--- src/adcif_pkg.sv ---
// shared constants and types for the dual converter register block
package adcif_pkg;

  localparam int unsigned UNITS = 2;
  localparam int unsigned CHANS = 4;
  localparam int unsigned RES_W = 10;

  // byte offsets on the 8-bit register port
  localparam logic [4:0] RESULT_BASE = 5'h00;
  localparam logic [4:0] RESULT_LAST = 5'h0F;
  localparam logic [4:0] CSR0_OFF    = 5'h10;
  localparam logic [4:0] CSR1_OFF    = 5'h11;
  localparam logic [4:0] TCR0_OFF    = 5'h12;
  localparam logic [4:0] TCR1_OFF    = 5'h13;
  localparam int unsigned UNIT_SEL_BIT = 3;

  // control/status field positions
  localparam int unsigned FLAG_BIT  = 7;
  localparam int unsigned IE_BIT    = 6;
  localparam int unsigned RUN_BIT   = 5;
  localparam int unsigned SCAN_BIT  = 4;
  localparam int unsigned SPEED_BIT = 3;
  localparam int unsigned TRIGGER_ENABLE_BIT_BIT  = 7;

  localparam logic [7:0] CSR_RESET     = 8'h00;
  localparam logic [6:0] TCR_RSVD_ONES = 7'h7F;
  localparam logic [7:0] RDATA_NONE    = 8'h00;
  localparam logic [5:0] LOW_PAD       = 6'h00;

  // conversion times in states; one state is one clock
  localparam int unsigned FIRST_SLOW_STATES = 266;
  localparam int unsigned FIRST_FAST_STATES = 134;
  localparam int unsigned NEXT_SLOW_STATES  = 256;
  localparam int unsigned NEXT_FAST_STATES  = 128;
  localparam int unsigned CYCLES_PER_STATE  = 1;
  localparam logic [8:0] FIRST_SLOW_CYC =
    9'(FIRST_SLOW_STATES * CYCLES_PER_STATE);
  localparam logic [8:0] FIRST_FAST_CYC =
    9'(FIRST_FAST_STATES * CYCLES_PER_STATE);
  localparam logic [8:0] NEXT_SLOW_CYC =
    9'(NEXT_SLOW_STATES * CYCLES_PER_STATE);
  localparam logic [8:0] NEXT_FAST_CYC =
    9'(NEXT_FAST_STATES * CYCLES_PER_STATE);
  localparam logic [8:0] CNT_ONE  = 9'h001;
  localparam logic [8:0] CNT_ZERO = 9'h000;

  typedef struct packed {
    logic [4:0] addr;
    logic       rd;
    logic       wr;
    logic [7:0] wdata;
  } adcif_bus_req_t;

  typedef struct packed {
    logic [CHANS-1:0][RES_W-1:0] result;
    logic       end_flag;
    logic       interrupt_enable_bit;
    logic       run;
    logic       scan;
    logic       speed_bit;
    logic [1:0] channel_field;
    logic       trigger_enable_bit;
    logic       flag_seen;
    logic [1:0] cur;
    logic [8:0] cnt;
  } adcif_unit_t;

  typedef struct packed {
    adcif_unit_t [UNITS-1:0] u;
    logic [7:0] temp;
    logic [7:0] rdata;
    logic       pin_prev;
  } adcif_state_t;

endpackage : adcif_pkg

--- src/adcif_top.sv ---
// register, sequencing and trigger logic for two four-input converter units
// How it works
// - result upper byte holds bits 9..2, lower byte bits 1..0, rest zero.
// - unit0 inputs 0..3 and unit1 inputs 4..7 map to results A..D.
// - results clear on power-on reset and standby only.
// - control/status clears on power-on reset and standby only.
// - end flag sets at single conversion end or after whole scan group.
// - end flag clears by writing zero after reading it one; one ignored.
// - transfer controller register access also clears the end flag.
// - interrupt enable bit 6 gates the completion interrupt.
// - run bit starts; single clears it when done; scan runs on.
// - writing zero to run halts; run reads one while active.
// - external trigger can also set the run bit.
// - bit 4 picks single or scan; software changes it while idle.
// - speed bit picks first conversion of 266 or 134 states.
// - control/status bit 2 reads zero; software writes zero.
// - channel field picks one input, or first one to four in scan.
// - trigger control resets to 0x7F on power-on reset and standby.
// - trigger enable bit starts on pin final edge or timer trigger.
// - both units share pin and timer trigger; enables are ORed.
// - trigger control bits 6..0 read one; software writes one.
// - upper byte read copies lower byte to latch; lower read returns it.
// - upper byte must be read first; word reads split upper first.
// - completion interrupt when end flag is one and enable is one.
// - scan starts at first input, walks in order, wraps while running.
// - later conversions take 256 or 128 states by speed bit.
`timescale 1ns/1ps
module adcif_top
  import adcif_pkg::*;
(
  input  wire logic                          ref_clk_i,
  input  wire logic                          reset_i,
  input  wire logic                          standby_i,
  input  wire adcif_bus_req_t                bus_req_i,
  output logic       [7:0]                   bus_rdata_o,
  input  wire logic                          external_trigger_pin_n_i,
  input  wire logic                          timer_trigger_i,
  input  wire logic  [UNITS-1:0]             xfer_access_i,
  input  wire logic  [UNITS-1:0][RES_W-1:0]  core_data_i,
  output logic       [UNITS-1:0][1:0]        channel_sel_o,
  output logic       [UNITS-1:0]             converting_o,
  output logic       [UNITS-1:0]             completion_interrupt_o
);

  adcif_state_t     s;
  adcif_state_t     next_s;
  logic [UNITS-1:0] done;
  logic [UNITS-1:0] flag_set;
  logic [UNITS-1:0] flag_clr;
  logic [UNITS-1:0] start_req;
  logic             trig;

  function automatic adcif_state_t reset_state();
    adcif_state_t r;
    r = '0;
    for (int i = 0; i < UNITS; i++) begin
      r.u[i].trigger_enable_bit = 1'b0;
    end
    // pin idles high: no false edge right after reset
    r.pin_prev = 1'b1;
    return r;
  endfunction : reset_state

  // new run uses the freshly written mode, channel and speed
  function automatic adcif_unit_t start_unit(adcif_unit_t x);
    adcif_unit_t y;
    y = x;
    y.run = 1'b1;
    y.cur = x.scan ? 2'b00 : x.channel_field;
    y.cnt = x.speed_bit ? FIRST_FAST_CYC : FIRST_SLOW_CYC;
    return y;
  endfunction : start_unit

  always_comb begin
    logic        is_csr;
    logic        is_tcr;
    logic        w;
    logic [1:0]  ch;
    logic [7:0]  wd;
    adcif_unit_t x;
    is_csr = 1'b0;
    is_tcr = 1'b0;
    w = 1'b0;
    ch = 2'b00;
    wd = bus_req_i.wdata;
    x = '0;
    next_s = s;
    next_s.pin_prev = external_trigger_pin_n_i;
    // final edge of the low-active pin
    // one pin, one timer, enables ORed
    trig = ((~external_trigger_pin_n_i & s.pin_prev) | timer_trigger_i)
           & (s.u[0].trigger_enable_bit | s.u[1].trigger_enable_bit);
    for (int i = 0; i < UNITS; i++) begin
      x = s.u[i];
      w = 1'(i);
      is_csr = bus_req_i.addr == (w ? CSR1_OFF : CSR0_OFF);
      is_tcr = bus_req_i.addr == (w ? TCR1_OFF : TCR0_OFF);
      done[i] = x.run && x.cnt == CNT_ONE;
      flag_set[i] = 1'b0;
      flag_clr[i] = xfer_access_i[i];
      start_req[i] = 1'b0;
      if (done[i]) begin
        // result lands in the converted channel's slot
        next_s.u[i].result[x.cur] = core_data_i[i];
        next_s.u[i].cnt = x.speed_bit ? NEXT_FAST_CYC : NEXT_SLOW_CYC;
        if (!x.scan) begin
          next_s.u[i].run = 1'b0;
          flag_set[i] = 1'b1;
        end else if (x.cur == x.channel_field) begin
          // group done, wrap to first input
          flag_set[i] = 1'b1;
          next_s.u[i].cur = 2'b00;
        end else begin
          next_s.u[i].cur = x.cur + 2'b01;
        end
      end else if (x.run && x.cnt != CNT_ZERO) begin
        next_s.u[i].cnt = x.cnt - CNT_ONE;
      end
      // clear only after the flag was seen set
      if (bus_req_i.rd && is_csr && x.end_flag) begin
        next_s.u[i].flag_seen = 1'b1;
      end
      if (bus_req_i.wr && is_csr) begin
        next_s.u[i].flag_seen = 1'b0;
        if (!wd[FLAG_BIT] && x.flag_seen) begin
          flag_clr[i] = 1'b1;
        end
        next_s.u[i].interrupt_enable_bit = wd[IE_BIT];
        // mode and channel taken as written
        next_s.u[i].scan = wd[SCAN_BIT];
        next_s.u[i].speed_bit = wd[SPEED_BIT];
        next_s.u[i].channel_field = wd[1:0];
        if (!wd[RUN_BIT]) begin
          next_s.u[i].run = 1'b0;
          next_s.u[i].cnt = CNT_ZERO;
        end else if (!x.run) begin
          start_req[i] = 1'b1;
        end
      end
      if (trig && !next_s.u[i].run) begin
        start_req[i] = 1'b1;
      end
      if (start_req[i]) begin
        next_s.u[i] = start_unit(next_s.u[i]);
      end
      if (bus_req_i.wr && is_tcr) begin
        next_s.u[i].trigger_enable_bit = wd[TRIGGER_ENABLE_BIT_BIT];
      end
      // event in the clearing cycle is kept
      next_s.u[i].end_flag = (x.end_flag & ~flag_clr[i]) | flag_set[i];
    end
    next_s.rdata = RDATA_NONE;
    if (bus_req_i.rd) begin
      if (bus_req_i.addr <= RESULT_LAST) begin
        w = bus_req_i.addr[UNIT_SEL_BIT];
        ch = bus_req_i.addr[2:1];
        if (!bus_req_i.addr[0]) begin
          // upper byte direct, lower byte into latch
          next_s.rdata = s.u[w].result[ch][RES_W-1:2];
          next_s.temp = {s.u[w].result[ch][1:0], LOW_PAD};
        end else begin
          // lower byte always from the latch
          next_s.rdata = s.temp;
        end
      end else if (bus_req_i.addr == CSR0_OFF
                   || bus_req_i.addr == CSR1_OFF) begin
        x = s.u[bus_req_i.addr[0]];
        next_s.rdata = {x.end_flag, x.interrupt_enable_bit, x.run, x.scan,
                        x.speed_bit, 1'b0, x.channel_field};
      end else if (bus_req_i.addr == TCR0_OFF
                   || bus_req_i.addr == TCR1_OFF) begin
        next_s.rdata = {s.u[bus_req_i.addr[0]].trigger_enable_bit,
                        TCR_RSVD_ONES};
      end
    end
    if (standby_i) begin
      next_s = reset_state();
      next_s.pin_prev = external_trigger_pin_n_i;
    end
  end

  always_ff @(posedge ref_clk_i or posedge reset_i) begin
    if (reset_i) begin
      s <= reset_state();
    end else begin
      s <= next_s;
    end
  end

  assign bus_rdata_o = s.rdata;
  always_comb begin
    for (int i = 0; i < UNITS; i++) begin
      channel_sel_o[i] = s.u[i].cur;
      converting_o[i] = s.u[i].run;
      completion_interrupt_o[i] = s.u[i].end_flag
                                  & s.u[i].interrupt_enable_bit;
    end
  end

  // result word the bus addresses, for the read-back checks
  logic [RES_W-1:0] addr_result;
  assign addr_result =
    s.u[bus_req_i.addr[UNIT_SEL_BIT]].result[bus_req_i.addr[2:1]];
endmodule : adcif_top
--- config.mk ---
export PLATFORM = sky130hd
export DESIGN_NAME = adcif_top
export DESIGN_NICKNAME = d
export VERILOG_FILES = /design/src/adcif_pkg.sv /design/src/adcif_top.sv
export SDC_FILE = /design/constraint.sdc
export NUM_CORES = 1
export LEC_CHECK = 0
export BUFFER_PORTS_ARGS = -buffer_cell sky130_fd_sc_hd__buf_4
export CAP_MARGIN = 20
export CORE_UTILIZATION = 50
export DETAILED_ROUTE_END_ITERATION = 16
export PLACE_DENSITY = 0.8
export SLEW_MARGIN = 10
export SYNTH_ARGS = -nofsm -noshare
export SYNTH_HDL_FRONTEND = slang
export SYNTH_SLANG_ARGS = --single-unit
--- constraint.sdc ---
create_clock -name ref_clk_i -period 4.7 [get_ports ref_clk_i]
set_input_delay 0.705 -clock ref_clk_i [delete_from_list [all_inputs] [get_ports ref_clk_i]]
set_output_delay 0.705 -clock ref_clk_i [all_outputs]
set_load 0.05 [all_outputs]
==> impl_metrics.env, run 1 <==
export IMPL_syn_num_nets=785
export IMPL_fin_crit_ns=2.65
export IMPL_internal_power_mw=1.99
export IMPL_die_h_um=121
export IMPL_worstMarginPinSlew_ns=0.729
export IMPL_drtAntennaViolNets=0
export IMPL_timing_rr_start="s[78]"
export IMPL_yosys_area_top_type="dfrtp_1"
export IMPL_crit_top_cell="nand2_1"
export IMPL_drv_slew=0
export IMPL_synth_top_area_share_pct=46.1
export IMPL_async_flop_share_pct=100
export IMPL_postCtsSetupRepairBufs=0
export IMPL_arrival_ns=2.91
export IMPL_critPathTopFamily="simple AND/OR/NAND/NOR gates"
export IMPL_clkLatencyLatePin_ns=0.42
export IMPL_rows=43
export IMPL_yosys_area_share_xor_xnor_pct=1.74
export IMPL_p_switching_uw=589
export IMPL_switching_share_pct=22.9
export IMPL_cpPeakStageDelay_ns=0.71
export IMPL_htree_levels=4
export IMPL_finalCritPeriodShare_pct=56.4
export IMPL_dr_total_vias=5621
export IMPL_synth_seq_cells=131
export IMPL_whs_ns=0.410
export IMPL_fp_coreArea_sq_um=13800
export IMPL_synth_cell_types=64
export IMPL_ys_seq_area_share_pct=46.5
export IMPL_synth_simple_area_share_pct=20.8
export IMPL_status="completed"
export IMPL_comb_power_share_pct=6.4
export IMPL_met2_length_mm=8.98
export IMPL_insertedDiodeCount=0
export IMPL_via_per_inst=5.95
export IMPL_cpMaxStageDelayCell="and3_1"
export IMPL_rsz0062_at_grt="no"
export IMPL_synthAdderAreaFrac_pct=2.13
export IMPL_synth_top_cells_by_area="dfrtp_1 (46%), nand2_1 (8.3%), a21oi_1 (7.0%)"
export IMPL_skew_ns=0.00833
export IMPL_clk_pin_slew_ns=0.05
export IMPL_grt_util_all_layers_pct=25.6
export IMPL_cts_root_buffer="clkbuf_16"
export IMPL_hold_violations=0
export IMPL_antenna_found_initial=0
export IMPL_grt_pass1_vias=5414
export IMPL_post_cts_resized=0
export IMPL_max_cap_viol_count=0
export IMPL_cts_hold_buf=0
export IMPL_syn_cell_area_sq_um=7050
export IMPL_fmax_mhz=377
export IMPL_worstHoldPathCells=1
export IMPL_topRoutingLayerUsed="met4"
export IMPL_cp_depth=7
export IMPL_crit_path_start_kind="flop"
export IMPL_grt_pass1_wl_mm=28.2
export IMPL_ioPinCount=58
export IMPL_clock_sink_count=131
export IMPL_final_layout_size_suffix_gt1_share_pct=18.3
export IMPL_hold_start="external_trigger_pin_n_i"
export IMPL_globalRoute_totalOverflow=0
export IMPL_slew_headroom_pct=51.4
export IMPL_post_drt_wl_per_cell_um=18.6
export IMPL_wirelength_mm=17.6
export IMPL_setup_viol=0
export IMPL_startpoint="s[78]"
export IMPL_synth_compound_area_share_pct=12.9
export IMPL_die_area_sq_um=14600
export IMPL_start_util_pct=51.0
export IMPL_drc=0
export IMPL_cellLeakagePower_nw=3.32
export IMPL_place_congestion=0.891
export IMPL_clock_path_buffers=2
export IMPL_critPathCaptureType="flop"
export IMPL_muxShareOfSynthArea_pct=10.2
export IMPL_worstSetupPathType="flop to flop"
export IMPL_ys_flop_type="dfrtp_1"
export IMPL_syn_to_final_growth_pct=13.4
export IMPL_seqPwrFrac_pct=44.2
export IMPL_numCtsBuffers=17
export IMPL_p_clk_share_pct=49.3
export IMPL_synth_area_per_cell_sq_um=9.64
export IMPL_synthCells=731
export IMPL_port_buffers=56
export IMPL_cts_tree="built"
export IMPL_crit_buf_inv=1
export IMPL_synth_edff_count=0
export IMPL_hold_path_class="input pin to flop"
export IMPL_synth_top_family_by_area="simple AND/OR/NAND/NOR gates"
export IMPL_firstDrtPassIters=10
export IMPL_critPathMaxFanout=20
export IMPL_r2r_cells=7
export IMPL_crit_required_ns=4.96
export IMPL_die_width_um=121
export IMPL_grt_max_degree=132
export IMPL_ir_worst_vdd_v=0.000265
export IMPL_yosysWarnings=0
export IMPL_drt_initial_drc_count=601
export IMPL_p_per_area_nw_per_um2=323
export IMPL_dp_hpwl_mm=12.1
export IMPL_met1_length_mm=7.11
export IMPL_met3_length_mm=1.05
export IMPL_nets=807
export IMPL_cp_cell_sequence="inv_1, ha_1, nor4b_1, and3_1, nand2_1, nand2_1, a21oi_1"
export IMPL_totalNegativeSetupSlack_ns=0
[flip-flops by register name, indices dropped and copies added, names as in the netlist]
name / cells
bus_rdata_o: 8
channel_sel_o: 4
s: 117
converting_o: 2
[synthesized netlist by cell type, drive strengths merged, types with 5 or more instances]
cell    instances
nor2           37
o21ai           7
buf            36
xor2            5
dfrtp         130
xnor2           9
mux2            6
inv            20
mux2i          18
a211oi          6
nand2         156
ha             12
mux4           21
o221a           5
clkbuf         22
a311oi          7
nand3          46
a21oi          99
nor4            7
and2            7
nor3           18
[routing by layer]
layer,track usage (%),vias up
li1,-,2600
met1,32.6,2761
met2,43.2,227
met3,5.28,33
met4,9.03,0
met5,0,-
[area by class of cell]
| cell class | instances | area, sq um |
|---|---|---|
| clock inverters | 9 | 108 |
| inverters | 20 | 77.6 |
| fillers | 1168 | 5830 |
| clock buffers | 21 | 460 |
| repair buffers | 61 | 470 |
| flip-flops and latches | 131 | 3280 |
| well taps | 180 | 225 |
| multi-input cells | 522 | 3370 |
[power groups by stage]
stage	Sequential [mW]	Combinational (mW)	Clock, mW
after CTS	1.14	0.167	1.28
final	1.14	0.166	1.27
after global placement	1.16	0.165	0
after detailed placement	1.16	0.166	0
after global routing	1.14	0.181	1.33
after floorplan	1.16	0.105	0
[path summary, 6_finish.rpt]
kind,to,slack (ns)
max in group asynchronous,bus_rdata_o[0],3.73
min in group asynchronous,s[39],0.45
hold reg to reg,s[72],0.52
setup reg to reg,s[103],2.05
hold / removal,s[0],0.41
setup / recovery,s[103],2.05
[cells in the final DEF (no fill, tap or decap), types with 5 or more instances in the layout]
master     instances
nand3_1           46
mux2_2             5
o21ai_0            5
nor2_1            37
ha_1              12
mux4_2            21
a311oi_1           7
o221a_2            5
dfrtp_1          130
xor2_1             5
nand2_1          156
clkbuf_16         17
buf_4             60
inv_1             19
a211oi_1           6
nor3_1            16
a21oi_1           99
and2_1             7
xnor2_1            9
mux2i_1           18
[through the flow]
step	setup WS (ns)	util (%)	total power, mW	std cells	area [sq um]
2_1_floorplan	0.499	-	1.26	731	7050
3_3_place_gp	1.86	53.7	1.32	914	7420
3_5_place_dp	1.81	53.7	1.33	914	7420
4_1_cts	2.09	57.8	2.59	944	7990
5_1_grt	1.82	57.8	2.66	944	7990
6_report	2.05	57.8	2.58	944	7990
[cell families (layout without fill, tap and decap cells)]
logic type      count (synthesis)  count (layout)
simple gates                  304             304
compound gates                147             147
flops                         131             131
buf+inv                        78             111
mux                            45              45
xor+xnor                       14              14
fa+ha+maj                      12              12
Power figures use the tool's default switching activity.
==> inputs of run 2 (changes only) <==
--- a/config.mk
+++ b/config.mk
@@ -5,6 +5,7 @@
 export SDC_FILE = /design/constraint.sdc
 export NUM_CORES = 1
 export LEC_CHECK = 0
+export ABC_AREA = 1
 export BUFFER_PORTS_ARGS = -buffer_cell sky130_fd_sc_hd__buf_4
 export CAP_MARGIN = 20
 export CORE_UTILIZATION = 50
==> constraint.sdc (replaced) <==
create_clock -name ref_clk_i -period 2.5 [get_ports ref_clk_i]
set_input_delay 0.375 -clock ref_clk_i [delete_from_list [all_inputs] [get_ports ref_clk_i]]
set_output_delay 0.375 -clock ref_clk_i [all_outputs]
set_load 0.05 [all_outputs]
==> impl_metrics.env, run 2 <==
export IMPL_dpl_cell_area_sq_um=7490
export IMPL_via_per_inst=5.55
export IMPL_crit_required_ns=2.78
export IMPL_arrival_ns=2.33
export IMPL_status="completed"
export IMPL_crit_path_start_kind="flop"
export IMPL_p_per_area_nw_per_um2=712
export IMPL_timing_final_ws_setup_ns=0.452
export IMPL_max_cap_viol_count=0
export IMPL_dp_hpwl_mm=12.5
export IMPL_drtAntennaViolNets=0
export IMPL_mostFrequentLayoutCells="nand2_1 (170), dfrtp_1 (130), o21ai_0 (117), inv_1 (107), nand3_1 (84)"
export IMPL_skew_ns=0.00559
export IMPL_fin_crit_ns=2.05
export IMPL_async_flop_share_pct=100
export IMPL_syn_to_final_growth_pct=16.7
export IMPL_power_total_mw=5.80
export IMPL_final_common_cell="nand2_1"
export IMPL_synthTopCellsByCount="nand2_1 (170), dfrtp_1 (130), o21ai_0 (117)"
export IMPL_die_area_sq_um=14400
export IMPL_grt_pass1_wl_mm=29.7
export IMPL_ys_seq_area_share_pct=47.0
export IMPL_pre_cts_ws_ns=0.489
export IMPL_synth_area_per_cell_sq_um=7.88
export IMPL_post_cts_resized=0
export IMPL_grt_pass1_vias=5799
export IMPL_cts_root_buffer="clkbuf_16"
export IMPL_finalCritPeriodShare_pct=81.9
export IMPL_die_h_um=120
export IMPL_antenna_found_initial=0
export IMPL_drt_initial_drc_count=641
export IMPL_rows=42
export IMPL_yosysWarnings=0
export IMPL_nets=978
export IMPL_final_util_pct=60.6
export IMPL_largest_reg_flops=117
export IMPL_ioPinCount=58
export IMPL_setup_viol=0
export IMPL_dp_cells=1080
export IMPL_syn_cell_area_sq_um=6980
export IMPL_start_util_pct=51.9
export IMPL_place_congestion=0.896
export IMPL_regMostFlops="s"
export IMPL_final_layout_size_suffix_gt1_share_pct=14.1
export IMPL_totalNegativeSetupSlack_ns=0
export IMPL_clkLatencyLatePin_ns=0.42
export IMPL_insertedDiodeCount=0
export IMPL_synth_edff_count=0
export IMPL_clock_path_buffers=2
export IMPL_synth_seq_cells=131
export IMPL_clock_sink_count=131
export IMPL_drc=0
export IMPL_yosys_area_top_type="dfrtp_1"
export IMPL_fin_cells=1113
export IMPL_cellLeakagePower_nw=3.92
export IMPL_ys_flop_type="dfrtp_1"
export IMPL_slew_headroom_pct=55.5
export IMPL_syn_num_nets=940
export IMPL_worstSetupPathType="flop to flop"
export IMPL_critPathCaptureType="flop"
export IMPL_hold_violations=0
export IMPL_drv_slew=0
export IMPL_fp_coreArea_sq_um=13500
export IMPL_fin_area_sq_um=8150
export IMPL_grt_max_degree=74
export IMPL_firstDrtPassIters=5
export IMPL_rsz0062_at_grt="no"
export IMPL_hold_path_class="input pin to flop"
export IMPL_htree_levels=4
export IMPL_synthCells=886
export IMPL_ir_worst_vdd_v=0.000595
export IMPL_port_buffers=56
export IMPL_clk_pin_slew_ns=0.06
export IMPL_die_width_um=120
export IMPL_cts_tree="built"
export IMPL_synth_cell_types=38
export IMPL_whs_ns=0.0669
export IMPL_worstMarginPinSlew_ns=0.666
export IMPL_fmax_mhz=488
export IMPL_post_drt_wl_per_cell_um=16.1
export IMPL_globalRoute_totalOverflow=0
export IMPL_grt_util_all_layers_pct=26.7
export IMPL_yosysMostFrequentCell="nand2_1"
export IMPL_numCtsBuffers=17
export IMPL_synth_top_cells_by_area="dfrtp_1 (47%), nand2_1 (9.1%), o21ai_0 (8.4%)"
export IMPL_wirelength_mm=18.0
export IMPL_synth_top_area_share_pct=46.6
export IMPL_critPathMaxFanout=17
export IMPL_dr_total_vias=6181
==> run 2: changes by cell type after synthesis, moves of 14 or more <==
cell,before,now
inv_1,20,108
mux4_2,21,0
nand3_1,46,84
a21oi_1,99,50
mux2i_1,18,2
o21ai_0,5,117
nand2_1,156,170
o22ai_1,2,35
==> run 2: worst paths after layout <==
kind / start / endpoint / slack [ns] / cells after the start
hold / removal: external_trigger_pin_n_i / s[0] / 0.07 / 1
max in group asynchronous: reset_i / s[81] / 1.43 / 4
hold reg to reg: s[89] / s[89] / 0.52 / 2
setup / recovery: s[78] / s[105] / 0.45 / 9
min in group asynchronous: reset_i / s[21] / 0.44 / 3
setup reg to reg: s[78] / s[105] / 0.45 / 9
==> run 2: power by group <==
part	internal [mW]	switching (mW)
Sequential	2.19	0.0635
Clock	1.79	0.932
Combinational	0.279	0.556
==> run 2: area by class of cell <==
type                    count  area (sq um)
multi-input cells         592          3020
fillers                  1182          5310
repair buffers             68           551
flip-flops and latches    131          3280
well taps                 176           220
inverters                 114           432
clock inverters            14           209
clock buffers              18           439
==> run 2: worst max-delay path, cell delays in order, from the launching register on <==
cell     delay (ns)
dfrtp_1        0.40
inv_1          0.08
ha_1           0.14
nand3_1        0.07
nor2_1         0.14
nand2_1        0.11
inv_2          0.12
nand2_1        0.40
nand2_1        0.31
o22ai_1        0.11
==> run 2: timing repair <==
action | CTS | global route
buffers inserted | 0 | 0
hold buffers | 1 | 0
endpoints found under the hold margin | 5 | 0
==> run 2: cell families after synthesis <==
family / share of synthesized area [%]
simple gates: 21.6
compound gates: 17.9
buf+inv: 9.84
flops: 47.0
fa+ha+maj: 2.15
xor+xnor: 1.25
mux: 0.287
==> run 2: layer usage <==
layer  track usage, %  routed length, um  vias to the layer above
li1                 -                  -                     3001
met1             39.6               8420                     2896
met2             38.2               7870                      258
met3             5.05               1280                       26
met4             10.6                408                        0
met5                0                  0                        -
